[config.mk]
export PLATFORM = sky130hd
export DESIGN_NAME = davc_cfg_regs
export DESIGN_NICKNAME = d
export VERILOG_FILES = /design/src/verilog/davc_unit_tick.v /design/src/verilog/davc_scl_timer.v /design/src/verilog/davc_cfg_regs.v
export VERILOG_INCLUDE_DIRS = /design/src /design/src/verilog
export SDC_FILE = /design/constraint.sdc
export NUM_CORES = 1
export LEC_CHECK = 0
export BUFFER_PORTS_ARGS = -buffer_cell sky130_fd_sc_hd__buf_2
export CAP_MARGIN = 20
export CORE_ASPECT_RATIO = 1.25
export CORE_MARGIN = 4
export CORE_UTILIZATION = 25
export DETAILED_ROUTE_END_ITERATION = 8
export GPL_TIMING_DRIVEN = 0
export PLACE_DENSITY = 0.43
export REMOVE_ABC_BUFFERS = 1
export SKIP_CTS_REPAIR_TIMING = 1
export SLEW_MARGIN = 10
export SYNTH_ARGS = -nofsm -noshare
export SYNTH_HDL_FRONTEND = slang
export SYNTH_SLANG_ARGS = --single-unit
[constraint.sdc]
create_clock -name clk_sys -period 3.6 [get_ports clk_sys]
set_clock_uncertainty 0.2 [all_clocks]
set_input_delay 0.18 -clock clk_sys [delete_from_list [all_inputs] [get_ports clk_sys]]
set_output_delay 0.18 -clock clk_sys [all_outputs]
set_load 0.02 [all_outputs]
[src/verilog/davc_defs.vh]
`ifndef DAVC_DEFS_VH
`define DAVC_DEFS_VH

// ==========================================================================
// Register offsets
`define DAVC_ADDR_ERR_TALLY   8'h25
`define DAVC_ADDR_SCL_HIGH    8'h26
`define DAVC_ADDR_SCL_LOW     8'h27
`define DAVC_ADDR_AUDIO_PATH  8'h28
`define DAVC_ADDR_DITHER      8'h29
`define DAVC_ADDR_COLOR_TBL   8'h2a
`define DAVC_ADDR_AUDIO_PLL   8'h2b

// ==========================================================================
// Reset values
`define DAVC_RST_ERR_TALLY    8'h00
`define DAVC_RST_SCL_HIGH     8'h83
`define DAVC_RST_SCL_LOW      8'h84
`define DAVC_RST_AUDIO_PATH   8'h00
`define DAVC_RST_DITHER       8'h00
`define DAVC_RST_COLOR_TBL    8'h00
`define DAVC_RST_AUDIO_PLL    8'h00

// ==========================================================================
// Writable bit masks (reserved bits stay zero)
`define DAVC_MASK_AUDIO_PATH  8'h8d
`define DAVC_MASK_DITHER      8'hff
`define DAVC_MASK_COLOR_TBL   8'hf0
`define DAVC_MASK_AUDIO_PLL   8'hc1

// ==========================================================================
// Field positions
`define DAVC_AP_BLOCK_FC      7
`define DAVC_AP_AUX_EN        3
`define DAVC_AP_OUT_DIS       2
`define DAVC_AP_SURROUND      0
`define DAVC_DT_SYNC_MODE     7
`define DAVC_DT_HS_POL        6
`define DAVC_DT_VS_POL        5
`define DAVC_DT_DE_POL        4
`define DAVC_DT_STAGE_TWO     3
`define DAVC_DT_STAGE_ONE     2
`define DAVC_DT_HI_TWO_N      1
`define DAVC_DT_HI_ONE_N      0
`define DAVC_CT_PAGE_HI       7
`define DAVC_CT_PAGE_LO       6
`define DAVC_CT_WB_EN         5
`define DAVC_CT_RELOAD_EN     4
`define DAVC_PL_OVERRIDE      7
`define DAVC_PL_OFF           6
`define DAVC_PL_EDGE          0

// ==========================================================================
// Timing: SCL counts are in 50 ns units, clock is 10 ns
`define DAVC_UNIT_NS          50
`define DAVC_CLK_NS           10
`define DAVC_UNIT_CYC         (`DAVC_UNIT_NS / `DAVC_CLK_NS)
`define DAVC_UNIT_LAST        3'h4
`define DAVC_TALLY_MAX        8'hff

`endif

[src/verilog/davc_unit_tick.v]
`timescale 1ns/1ps
`include "davc_defs.vh"

// ==========================================================================
// One-cycle enable every 50 ns time unit
module davc_unit_tick (
  // Clock and reset
  input  wire clk_sys,
  input  wire rst_b,
  // Tick
  output reg  tick
);

  reg [2:0] cnt;

  always @(posedge clk_sys) begin
    if (!rst_b) begin
      cnt  <= 3'h0;
      tick <= 1'b0;
    end else if (cnt == `DAVC_UNIT_LAST) begin
      cnt  <= 3'h0;
      tick <= 1'b1;
    end else begin
      cnt  <= cnt + 3'h1;
      tick <= 1'b0;
    end
  end

endmodule // davc_unit_tick

[src/verilog/davc_scl_timer.v]
`timescale 1ns/1ps
`include "davc_defs.vh"

// ==========================================================================
// Loads a count in time units and reports when it has run out
module davc_scl_timer (
  // Clock and reset
  input  wire       clk_sys,
  input  wire       rst_b,
  // Control
  input  wire       tick,
  input  wire       load,
  input  wire [7:0] count,
  // Status
  output wire       busy,
  output reg        done
);

  reg [7:0] left;

  assign busy = (left != 8'h00);

  always @(posedge clk_sys) begin
    if (!rst_b) begin
      left <= 8'h00;
      done <= 1'b0;
    end else if (load) begin
      // A zero count still lasts one unit so SCL never glitches
      left <= (count == 8'h00) ? 8'h01 : count;
      done <= 1'b0;
    end else if (tick && busy) begin
      left <= left - 8'h01;
      done <= (left == 8'h01);
    end else begin
      done <= 1'b0;
    end
  end

endmodule // davc_scl_timer

[src/verilog/davc_cfg_regs.v]
`timescale 1ns/1ps
`include "davc_defs.vh"

// Overview of operation
// - Self-test errors counted in a read-only 8-bit tally saturating at 255
// - Tally cleared on power-down low and on every new self-test start
// - Local master holds SCL high for programmed 50 ns units, reset 0x83
// - Local master holds SCL low for programmed 50 ns units, reset 0x84
// - Slave drives SDA valid for the SCL low count before releasing SCL
// - Bit 7 of audio path register blocks forward-channel updates to it
// - Bit 3 puts auxiliary I2S word select on GPIO1 and data on GPIO0
// - Bit 2 disables the I2S outputs, not aux I2S on GPIO1/GPIO0; clear keeps them enabled
// - Bit 0 selects surround audio; clear keeps 2 or 4 channel mode
// - Surround only travels in data-island transport, never frame transport
// - A repeater may override surround with in-band audio mode detection
// - Dither register bit 7 picks sync timing, zero is data-enable timing
// - Bits 6, 5, 4 set HS, VS, DE polarity; one means active low
// - Bits 3 and 2 enable dither stages two and one; off at reset
// - Bits 1 and 0 disable high dither stages two and one when set
// - Page field 7:6 selects config, red, green or blue table
// - Bit 5 of color table register enables white balance
// - Bit 4 of color table register enables table reload
// - With PLL override set, bit 6 turns audio PLL off, else runs
// - Bit 0 picks strobe edge: zero falling, one rising
module davc_cfg_regs (
  // Clock and reset
  input  wire       clk_sys,
  input  wire       rst_b,
  // Power-down pin, active low
  input  wire       powerdown_bar_pin,
  // Local register port from the control-bus slave
  input  wire       reg_wr,
  input  wire [7:0] reg_addr,
  input  wire [7:0] reg_wdata,
  output reg  [7:0] reg_rdata,
  // Forward-channel load of the audio path register
  input  wire       fc_wr,
  input  wire [7:0] fc_wdata,
  // Self-test
  input  wire       selftest_run,
  input  wire       selftest_err,
  // Repeater surround detection
  input  wire       repeater_mode,
  input  wire       inband_surround_vld,
  input  wire       inband_surround,
  // Transport select from elsewhere, one is frame transport
  input  wire       frame_transport,
  // Local I2C master SCL generation
  input  wire       master_start,
  output reg        master_scl_out,
  output wire       master_busy,
  // Control-channel slave SDA setup
  input  wire       slave_data_ready,
  output reg        slave_scl_release,
  // Audio outputs
  output wire       aux_i2s_en,
  output wire       gpio1_is_aux_ws,
  output wire       gpio0_is_aux_data,
  output wire       i2s_out_en,
  output wire       surround_en,
  output wire       audio_pll_on,
  output wire       strobe_rising,
  // Video timing and dither
  output wire       sync_timing_mode,
  output wire       hs_active_low,
  output wire       vs_active_low,
  output wire       de_active_low,
  output wire       dither_stage_two,
  output wire       dither_stage_one,
  output wire       high_dither_stage_two,
  output wire       high_dither_stage_one,
  // White balance
  output wire [1:0] table_page,
  output wire       white_balance_en,
  output wire       table_reload_en
);

  // ==========================================================================
  // Registers
  reg [7:0] selftest_error_tally;
  reg [7:0] i2c_master_clk_high_period;
  reg [7:0] i2c_master_clk_low_period;
  reg [7:0] audio_path_ctrl_second;
  reg [7:0] dither_sync_ctrl;
  reg [7:0] color_table_ctrl;
  reg [7:0] audio_pll_edge_ctrl;
  reg       run_d;
  reg       surround_det;

  // Power-down low resets like rst_b, except reg_rdata and the SCL timer and tick divider
  wire clr_all  = !rst_b || !powerdown_bar_pin;
  wire run_rise = selftest_run && !run_d;

  // ==========================================================================
  // Self-test tally
  always @(posedge clk_sys) begin
    if (clr_all) begin
      run_d <= 1'b0;
    end else begin
      run_d <= selftest_run;
    end
  end

  // An error in the cycle a run starts is lost to the clear
  always @(posedge clk_sys) begin
    if (clr_all) begin
      selftest_error_tally <= `DAVC_RST_ERR_TALLY;
    end else if (run_rise) begin
      selftest_error_tally <= 8'h00;
    end else if (selftest_run && selftest_err &&
                 selftest_error_tally != `DAVC_TALLY_MAX) begin
      selftest_error_tally <= selftest_error_tally + 8'h01;
    end
  end

  // ==========================================================================
  // Writable registers; the power-down pin also returns them to defaults
  always @(posedge clk_sys) begin
    if (clr_all) begin
      i2c_master_clk_high_period <= `DAVC_RST_SCL_HIGH;
    end else if (reg_wr && reg_addr == `DAVC_ADDR_SCL_HIGH) begin
      i2c_master_clk_high_period <= reg_wdata;
    end
  end

  always @(posedge clk_sys) begin
    if (clr_all) begin
      i2c_master_clk_low_period <= `DAVC_RST_SCL_LOW;
    end else if (reg_wr && reg_addr == `DAVC_ADDR_SCL_LOW) begin
      i2c_master_clk_low_period <= reg_wdata;
    end
  end

  // Any local write in the same cycle suppresses a forward-channel load
  always @(posedge clk_sys) begin
    if (clr_all) begin
      audio_path_ctrl_second <= `DAVC_RST_AUDIO_PATH;
    end else if (reg_wr && reg_addr == `DAVC_ADDR_AUDIO_PATH) begin
      audio_path_ctrl_second <= reg_wdata & `DAVC_MASK_AUDIO_PATH;
    end else if (fc_wr && !reg_wr && !audio_path_ctrl_second[`DAVC_AP_BLOCK_FC]) begin
      audio_path_ctrl_second <= fc_wdata & `DAVC_MASK_AUDIO_PATH;
    end
  end

  always @(posedge clk_sys) begin
    if (clr_all) begin
      dither_sync_ctrl <= `DAVC_RST_DITHER;
    end else if (reg_wr && reg_addr == `DAVC_ADDR_DITHER) begin
      dither_sync_ctrl <= reg_wdata & `DAVC_MASK_DITHER;
    end
  end

  always @(posedge clk_sys) begin
    if (clr_all) begin
      color_table_ctrl <= `DAVC_RST_COLOR_TBL;
    end else if (reg_wr && reg_addr == `DAVC_ADDR_COLOR_TBL) begin
      color_table_ctrl <= reg_wdata & `DAVC_MASK_COLOR_TBL;
    end
  end

  always @(posedge clk_sys) begin
    if (clr_all) begin
      audio_pll_edge_ctrl <= `DAVC_RST_AUDIO_PLL;
    end else if (reg_wr && reg_addr == `DAVC_ADDR_AUDIO_PLL) begin
      audio_pll_edge_ctrl <= reg_wdata & `DAVC_MASK_AUDIO_PLL;
    end
  end

  // ==========================================================================
  // Repeater in-band surround detection latch
  // Holds the last report so surround does not drop between reports
  always @(posedge clk_sys) begin
    if (clr_all) begin
      surround_det <= 1'b0;
    end else if (inband_surround_vld) begin
      surround_det <= inband_surround;
    end
  end

  // ==========================================================================
  // Read mux
  // Registered, so data trails the address by one cycle
  always @(posedge clk_sys) begin
    if (!rst_b) begin
      reg_rdata <= 8'h00;
    end else if (reg_addr == `DAVC_ADDR_ERR_TALLY) begin
      reg_rdata <= selftest_error_tally;
    end else if (reg_addr == `DAVC_ADDR_SCL_HIGH) begin
      reg_rdata <= i2c_master_clk_high_period;
    end else if (reg_addr == `DAVC_ADDR_SCL_LOW) begin
      reg_rdata <= i2c_master_clk_low_period;
    end else if (reg_addr == `DAVC_ADDR_AUDIO_PATH) begin
      reg_rdata <= audio_path_ctrl_second;
    end else if (reg_addr == `DAVC_ADDR_DITHER) begin
      reg_rdata <= dither_sync_ctrl;
    end else if (reg_addr == `DAVC_ADDR_COLOR_TBL) begin
      reg_rdata <= color_table_ctrl;
    end else if (reg_addr == `DAVC_ADDR_AUDIO_PLL) begin
      reg_rdata <= audio_pll_edge_ctrl;
    end else begin
      reg_rdata <= 8'h00;
    end
  end

  // ==========================================================================
  // Audio controls
  // Both GPIO pins follow the one enable bit
  assign aux_i2s_en        = audio_path_ctrl_second[`DAVC_AP_AUX_EN];
  assign gpio1_is_aux_ws   = aux_i2s_en;
  assign gpio0_is_aux_data = aux_i2s_en;
  assign i2s_out_en        = !audio_path_ctrl_second[`DAVC_AP_OUT_DIS];
  // Frame transport cannot carry surround, so surround is forced off there
  reg        surround_sel;

  always @* begin
    if (frame_transport) begin
      surround_sel = 1'b0;
    end else if (repeater_mode) begin
      surround_sel = surround_det;
    end else begin
      surround_sel = audio_path_ctrl_second[`DAVC_AP_SURROUND];
    end
  end

  assign surround_en   = surround_sel;
  // The off bit counts only under the override
  assign audio_pll_on  = !(audio_pll_edge_ctrl[`DAVC_PL_OVERRIDE] &&
                           audio_pll_edge_ctrl[`DAVC_PL_OFF]);
  assign strobe_rising = audio_pll_edge_ctrl[`DAVC_PL_EDGE];

  // ==========================================================================
  // Video timing, dither and white balance
  // Reset leaves high dither on, as its bits are inverted
  assign sync_timing_mode      = dither_sync_ctrl[`DAVC_DT_SYNC_MODE];
  assign hs_active_low         = dither_sync_ctrl[`DAVC_DT_HS_POL];
  assign vs_active_low         = dither_sync_ctrl[`DAVC_DT_VS_POL];
  assign de_active_low         = dither_sync_ctrl[`DAVC_DT_DE_POL];
  assign dither_stage_two      = dither_sync_ctrl[`DAVC_DT_STAGE_TWO];
  assign dither_stage_one      = dither_sync_ctrl[`DAVC_DT_STAGE_ONE];
  assign high_dither_stage_two = !dither_sync_ctrl[`DAVC_DT_HI_TWO_N];
  assign high_dither_stage_one = !dither_sync_ctrl[`DAVC_DT_HI_ONE_N];
  assign table_page       = color_table_ctrl[`DAVC_CT_PAGE_HI:`DAVC_CT_PAGE_LO];
  assign white_balance_en = color_table_ctrl[`DAVC_CT_WB_EN];
  assign table_reload_en  = color_table_ctrl[`DAVC_CT_RELOAD_EN];

  // ==========================================================================
  // SCL timing shared by master and slave roles
  // One-hot; slave setup reuses the low-period count
  localparam [3:0] ST_IDLE  = 4'b0001;
  localparam [3:0] ST_LOW   = 4'b0010;
  localparam [3:0] ST_HIGH  = 4'b0100;
  localparam [3:0] ST_SETUP = 4'b1000;

  reg  [3:0] state;
  reg  [3:0] next_state;
  reg        tmr_load;
  reg  [7:0] tmr_count;
  wire       tick;
  wire       tmr_busy;
  wire       tmr_done;
  // Restart the divider on each load so every period is whole units
  wire       tick_rst_b = rst_b && !tmr_load;

  davc_unit_tick u_tick (
    .clk_sys (clk_sys),
    .rst_b   (tick_rst_b),
    .tick    (tick)
  );

  davc_scl_timer u_timer (
    .clk_sys (clk_sys),
    .rst_b   (rst_b),
    .tick    (tick),
    .load    (tmr_load),
    .count   (tmr_count),
    .busy    (tmr_busy),
    .done    (tmr_done)
  );

  // Busy spans both halves of the master period
  assign master_busy = (state == ST_LOW) || (state == ST_HIGH);

  always @* begin
    next_state = state;
    tmr_load   = 1'b0;
    tmr_count  = i2c_master_clk_low_period;
    case (state)
      ST_IDLE: begin
        // A slave setup wins over a master start
        if (slave_data_ready) begin
          next_state = ST_SETUP;
          tmr_load   = 1'b1;
        end else if (master_start) begin
          next_state = ST_LOW;
          tmr_load   = 1'b1;
        end
      end
      ST_LOW: begin
        if (tmr_done) begin
          next_state = ST_HIGH;
          tmr_load   = 1'b1;
          tmr_count  = i2c_master_clk_high_period;
        end
      end
      ST_HIGH: begin
        if (tmr_done) begin
          next_state = ST_IDLE;
        end
      end
      ST_SETUP: begin
        if (tmr_done) begin
          next_state = ST_IDLE;
        end
      end
      default: begin
        next_state = ST_IDLE;
      end
    endcase
  end

  always @(posedge clk_sys) begin
    if (clr_all) begin
      state <= ST_IDLE;
    end else begin
      state <= next_state;
    end
  end

  // SCL comes from the next state so it never glitches between states
  always @(posedge clk_sys) begin
    if (clr_all) begin
      master_scl_out    <= 1'b1;
      slave_scl_release <= 1'b0;
    end else begin
      master_scl_out    <= (next_state != ST_LOW);
      slave_scl_release <= (state == ST_SETUP) && tmr_done;
    end
  end

endmodule // davc_cfg_regs

## Word level (Yosys, flattened, before mapping)

Index checks and enable logic that the tools add are counted.

- Bits of input ports: 37
- Latch bits: 0
- Output and inout bits: 30
- Logic and storage cells: 99
- Memories: 0
- ROM bits: 0
- RAM bits: 0
- Register bits after elaboration: 72

- $lt $le $gt $ge: 0
- Shift operators: 0
- $add $sub $neg: 3
- Equal/unequal tests: 15
- Muxes and demuxes: 26
- Reduce and logical (&&, ||, !) cells: 35
- Bitwise logic cells: 3
- Divide/modulo/power cells: 0
- $mul: 0

Operators by type and width:

| cell | number |
|---|---|
| two-way mux 8 bit | 14 |
| == test 8 x 6 -> 1 bit (second input constant) | 7 |
| two-way mux 4 bit | 4 |
| logical AND 1 bit | 15 |
| one-hot mux 4 bit (3 select lines) | 1 |
| zero test 1 bit | 10 |
| adder 8 x 1 -> 8 bit (second input constant) | 1 |
| == test 8 x 1 -> 1 bit (second input constant) | 1 |
| zero test 8 bit | 1 |
| != test 8 bit (second input constant) | 1 |
| nonzero test 8 bit | 1 |
| subtractor 8 x 1 -> 8 bit (second input constant) | 1 |
| two-way mux 1 bit | 6 |
| OR reduction 2 bit | 3 |
| == test 4 x 1 -> 1 bit (second input constant) | 1 |
| == test 4 x 2 -> 1 bit (second input constant) | 1 |
| == test 4 x 3 -> 1 bit (second input constant) | 1 |
| == test 4 bit (second input constant) | 1 |
| != test 4 x 2 -> 1 bit (second input constant) | 1 |
| nonzero test 2 bit | 2 |
| adder 3 x 1 -> 3 bit (second input constant) | 1 |
| == test 3 bit (second input constant) | 1 |
| inverter 1 bit | 3 |
| OR reduction 3 bit | 1 |
| other kinds (2) | 3 |

## Longest topological paths before layout

- Word-level depth: 8
- Mapped depth: 6
- Mapped depth without buffers: 6

## Hierarchy

From an unflattened synthesis, not the netlist that was laid out.

- Cell total of the unflattened synthesis: 426
- Area total of the unflattened synthesis: 3726.1 um2

By module, submodules not included:

| module | instances | cells each | area an instance (um2) | seq. area each (um2) |
|---|---|---|---|---|
| davc_cfg_regs | 1 | 343 | 3024.2 | 1181.1 |
| davc_scl_timer | 1 | 67 | 545.5 | 180.2 |
| davc_unit_tick | 1 | 16 | 156.4 | 80.1 |

## Worst setup path after synthesis

OpenSTA, ideal clock, no wires.

- Path kind: input -> register
- Start: in reg_addr[4]
- End: reg i2c_master_clk_low_period[2]
- Slack: 1.620 ns
- Data arrival time: 1.650 ns
- Stages: 5
- Path buffers: 1
- Required time: 3.270 ns
- Setup time: 0.130 ns
- Cells stage by stage: or4b_4 > buf_6 > nor4_4 > mux2i_1 > nand2_1

- Word-level cells in the longest chain between the ends: 2

RTL lines:

| what | RTL line | source |
|---|---|---|
| start: declaration | davc_cfg_regs.v:33 | `input wire [7:0] reg_addr,` |
| == test 8 x 6 -> 1 bit (no line) | n/a |  |
| logical AND 1 bit (no line) | n/a |  |
| end signal: assignment | davc_cfg_regs.v:128 | `` i2c_master_clk_low_period <= `DAVC_RST_SCL_LOW; `` |
| end signal: assignment | davc_cfg_regs.v:130 | `i2c_master_clk_low_period <= reg_wdata;` |
| end: declaration | davc_cfg_regs.v:82 | `reg [7:0] i2c_master_clk_low_period;` |

Every way passes these cells.
A chain may end at the register's enable or synchronous reset.

## Final worst setup path

- Start: reg u_timer.done
- End: reg u_tick.cnt[1]

- Word-level cells in the longest chain between the ends: 6

RTL lines:

| what | RTL line | source |
|---|---|---|
| start: declaration | davc_scl_timer.v:16 | `output reg done` |
| start signal: assignment | davc_scl_timer.v:33 | `done <= (left == 8'h01);` |
| two-way mux 1 bit | davc_cfg_regs.v:299 | `if (tmr_done) begin` |
| one-hot mux 1 bit (2 select lines) | davc_cfg_regs.v:287 | `case (state)` |
| zero test 1 bit | davc_cfg_regs.v:262 | `wire tick_rst_b = rst_b && !tmr_load;` |
| logical AND 1 bit | davc_cfg_regs.v:262 |  |
| inverter 1 bit (no line) | n/a |  |
| OR reduction 2 bit (no line) | n/a |  |
| end signal: assignment | davc_unit_tick.v:24 | `cnt <= cnt + 3'h1;` |
| end: declaration | davc_unit_tick.v:14 | `reg [2:0] cnt;` |

Every way passes these cells.

==> results.sh <==
export IMPL_area_delta_synth_final_pct=24.1
export IMPL_min_path_type="primary input to flop"
export IMPL_dp_hpwl_mm=8.17
export IMPL_first_pass_iters=4
export IMPL_ys_ff_latch=72
export IMPL_cp_buffers_inverters=0
export IMPL_setup_viol=0
export IMPL_cts_tree="built"
export IMPL_critPathArrivalTime_ps=2410
export IMPL_p_sw_share_pct=23.8
export IMPL_fin_nets=528
export IMPL_ys_async_sr_fraction_pct=0
export IMPL_hold_violations=1
export IMPL_dpl_worst_slack_ps=1180
export IMPL_clkSlewWorstSetupHoldPaths_ps=60
export IMPL_drive_gt1_share_pct=19.4
export IMPL_seqPwrFrac_pct=42.6
export IMPL_slew_headroom_pct=45.0
export IMPL_layout_setup_ws_ps=1220
export IMPL_crit_path_start_kind="flop"
export IMPL_cts_htree_levels=3
export IMPL_io_buffers=62
export IMPL_pwr_share_comb_pct=8.6
export IMPL_synth_edf_count=0
export IMPL_ant_nets=0
export IMPL_rows=49
export IMPL_worstPathRequired_ps=3630
export IMPL_synth_seq_area_share_pct=39.0
export IMPL_die_w_um=117
export IMPL_whs_ps=-0.532
export IMPL_cp_slowest_cell="nor2b_1"
export IMPL_grtUsageTotal_pct=13.5
export IMPL_overflow=0
export IMPL_netlist_instances=420
export IMPL_grt_max_degree=34
export IMPL_wire_per_inst_um=16.5
export IMPL_synthDistinctLibCells=60
export IMPL_slew_viol_final=0
export IMPL_drt_iter0_drc=123
export IMPL_path_cells="nor2b_1, o2bb2ai_1, nand2_1, and4_1"
export IMPL_top_level_ports=67
export IMPL_grt_pass1_vias=3194
export IMPL_yosys_area_top_type="dfxtp_1"
export IMPL_period_minus_slack_ps=2380
export IMPL_rsz0062_at_grt="no"
export IMPL_p_sw_uw=461
export IMPL_powerDensity_nw_per_um2=422
export IMPL_synth_ff_type="dfxtp_1"
export IMPL_cp_top_family="simple AND/OR/NAND/NOR gates"
export IMPL_drcViolationCount=0
export IMPL_clkPwrFrac_pct=48.8
export IMPL_wl_mm=11.0
export IMPL_final_period_utilization_pct=66.2
export IMPL_slowest_delay_ps=680
export IMPL_cts_sinks=72
export IMPL_start_util_pct=25.6
export IMPL_dieArea_um2=16800
export IMPL_route_vias_total=3339
export IMPL_intPower_uw=1480
export IMPL_gp_congestion=0.801
export IMPL_antenna_found_initial=0
export IMPL_critPathKind="flop to flop"
export IMPL_die_height_um=144
export IMPL_ir_worst_vdd_mv=0.188
export IMPL_p_leak_uw=0.00170
export IMPL_grt_pass1_wl_mm=17.4
export IMPL_synth_top_cell_area_share_pct=39.0
export IMPL_failed_checks="hold timing"
export IMPL_yosys_warnings=0
export IMPL_worst_path_max_fanout=11
export IMPL_num_fill_cells=1536
export IMPL_drv_cap=0
export IMPL_max_freq_mhz=420
export IMPL_cts_buffers=9
export IMPL_synth_area_um2=3700
export IMPL_cts_root_buffer="clkbuf_16"
export IMPL_worstSkewPairLatency_ps=340
export IMPL_cts_max_path_buffers=2
export IMPL_worst_slew_pin_slew_ps=819
export IMPL_ys_top_cells_by_area="dfxtp_1, mux2i_1, nor2_1, nand2_1, nand3_1"
export IMPL_antenna_cells=0
export IMPL_core_area_um2=14500
export IMPL_status="complete, but fails checks"
export IMPL_synth_avg_cell_area_um2=8.80
export IMPL_endpoint_kind="flop"
export IMPL_vias_per_cell=5.01
worst register-to-register path, cell delays in order (launching register included):
cell,delay (ps)
dfxtp_1,460
nor2b_1,680
o2bb2ai_1,440
nand2_1,240
and4_1,260
through the flow:
step,util (%),TNS (ps),cells,total power [uW],cell area (um^2)
2_1_floorplan,-,0,398,931,3600
3_3_place_gp,28.6,-3360,638,996,4130
3_5_place_dp,28.7,0,639,999,4150
4_1_cts,30.8,0,654,1950,4460
5_1_grt,31.7,0,667,2020,4590
6_report,31.7,0,667,1940,4590
layout by cell type (no fill, tap or decap), drive strengths merged, types with 4 or more instances in the layout:
cell	n
o21ai	16
nand2	32
buf	63
clkbuf	9
nor3	9
dlygate4sd3	13
a31oi	4
a21oi	17
nor4	10
xnor2	6
ha	6
a41oi	6
nand2b	7
mux2i	37
o221a	5
nor2	41
nor2b	7
inv	18
or4	7
a21boi	4
dfxtp	72
o21a	7
nand3	23
a211oi	5
routing by layer:
layer	track usage, %	routed length, um	part of all wire [%]	vias up
met3	2.70	331	3.0	16
met5	0	0	0	-
met1	16.6	4900	45	1573
met2	22.8	5520	50	72
met4	5.50	243	2.2	0
li1	-	-	-	1678
sequential cells by signal (all words and copies together) (netlist names):
register and flops:
dither_sync_ctrl 8, i2c_master_clk_high_period 8, i2c_master_clk_low_period 8, reg_rdata 8, selftest_error_tally 8, u_timer.left 8
audio_path_ctrl_second 4, color_table_ctrl 4, state 4, audio_pll_edge_ctrl 3, u_tick.cnt 3, master_scl_out 1
run_d 1, slave_scl_release 1, surround_det 1, u_tick.tick 1, u_timer.done 1
cells in the mapped netlist, drive strengths merged (3+ instances only):
cell type / instances
dfxtp: 72
nor2: 41
mux2i: 37
nand2: 32
nand3: 23
clkbuf: 18
inv: 18
a21oi: 17
o21ai: 16
nor4: 10
nor3: 9
nand2b: 7
nor2b: 7
o21a: 7
or4: 7
a41oi: 6
ha: 6
xnor2: 6
a211oi: 5
o221a: 5
a21boi: 4
a31oi: 4
buf: 4
a2111oi: 3
a221oi: 3
and2: 3
nand3b: 3
o22ai: 3
o31ai: 3
or3: 3
or3b: 3
cell families (layout without fill, tap and decap cells):
family                   after synthesis  in the layout  share of synthesized area, %
adder cells (fa/ha/maj)                6              6                          2.03
multiplexers                          38             38                          10.6
buffers and inverters                 41            110                          4.60
AND/OR/NAND/NOR                      161            161                          23.7
XOR/XNOR                               7              7                          1.66
flip-flops                            72             72                          39.0
AO/OA/AOI/OAI                         95             95                          18.4
final cells by class:
| cell class | count | area, um^2 | share of cell area [%] |
|---|---|---|---|
| clock buffer | 9 | 225 | 4.91 |
| multi-input combinational | 307 | 2090 | 45.7 |
| sequential | 72 | 1440 | 31.4 |
| clock inverter | 6 | 85.1 | 1.85 |
| inverter | 19 | 71.3 | 1.55 |
| timing repair buffer | 76 | 448 | 9.76 |
| tap | 178 | 223 | 4.85 |
path summary, 6_finish.rpt:
kind         cells after the start                         to     startpoint  slack (ps)
min reg2reg                      2                u_tick.tick  u_tick.cnt[2]         280
max reg2reg                      4              u_tick.cnt[1]   u_timer.done        1220
min                              4  audio_path_ctrl_second[2]    fc_wdata[2]        -0.5
max                              4              u_tick.cnt[1]   u_timer.done        1220
power by group through the flow:
stage               combinational (uW)  sequential (uW)  clock [uW]
floorplan                         90.2              840           0
finish                             166              825         947
CTS                                157              825         969
global placement                   154              842           0
detailed placement                 156              843           0
global route                       184              827        1000
(Power assumes the default switching activity.)
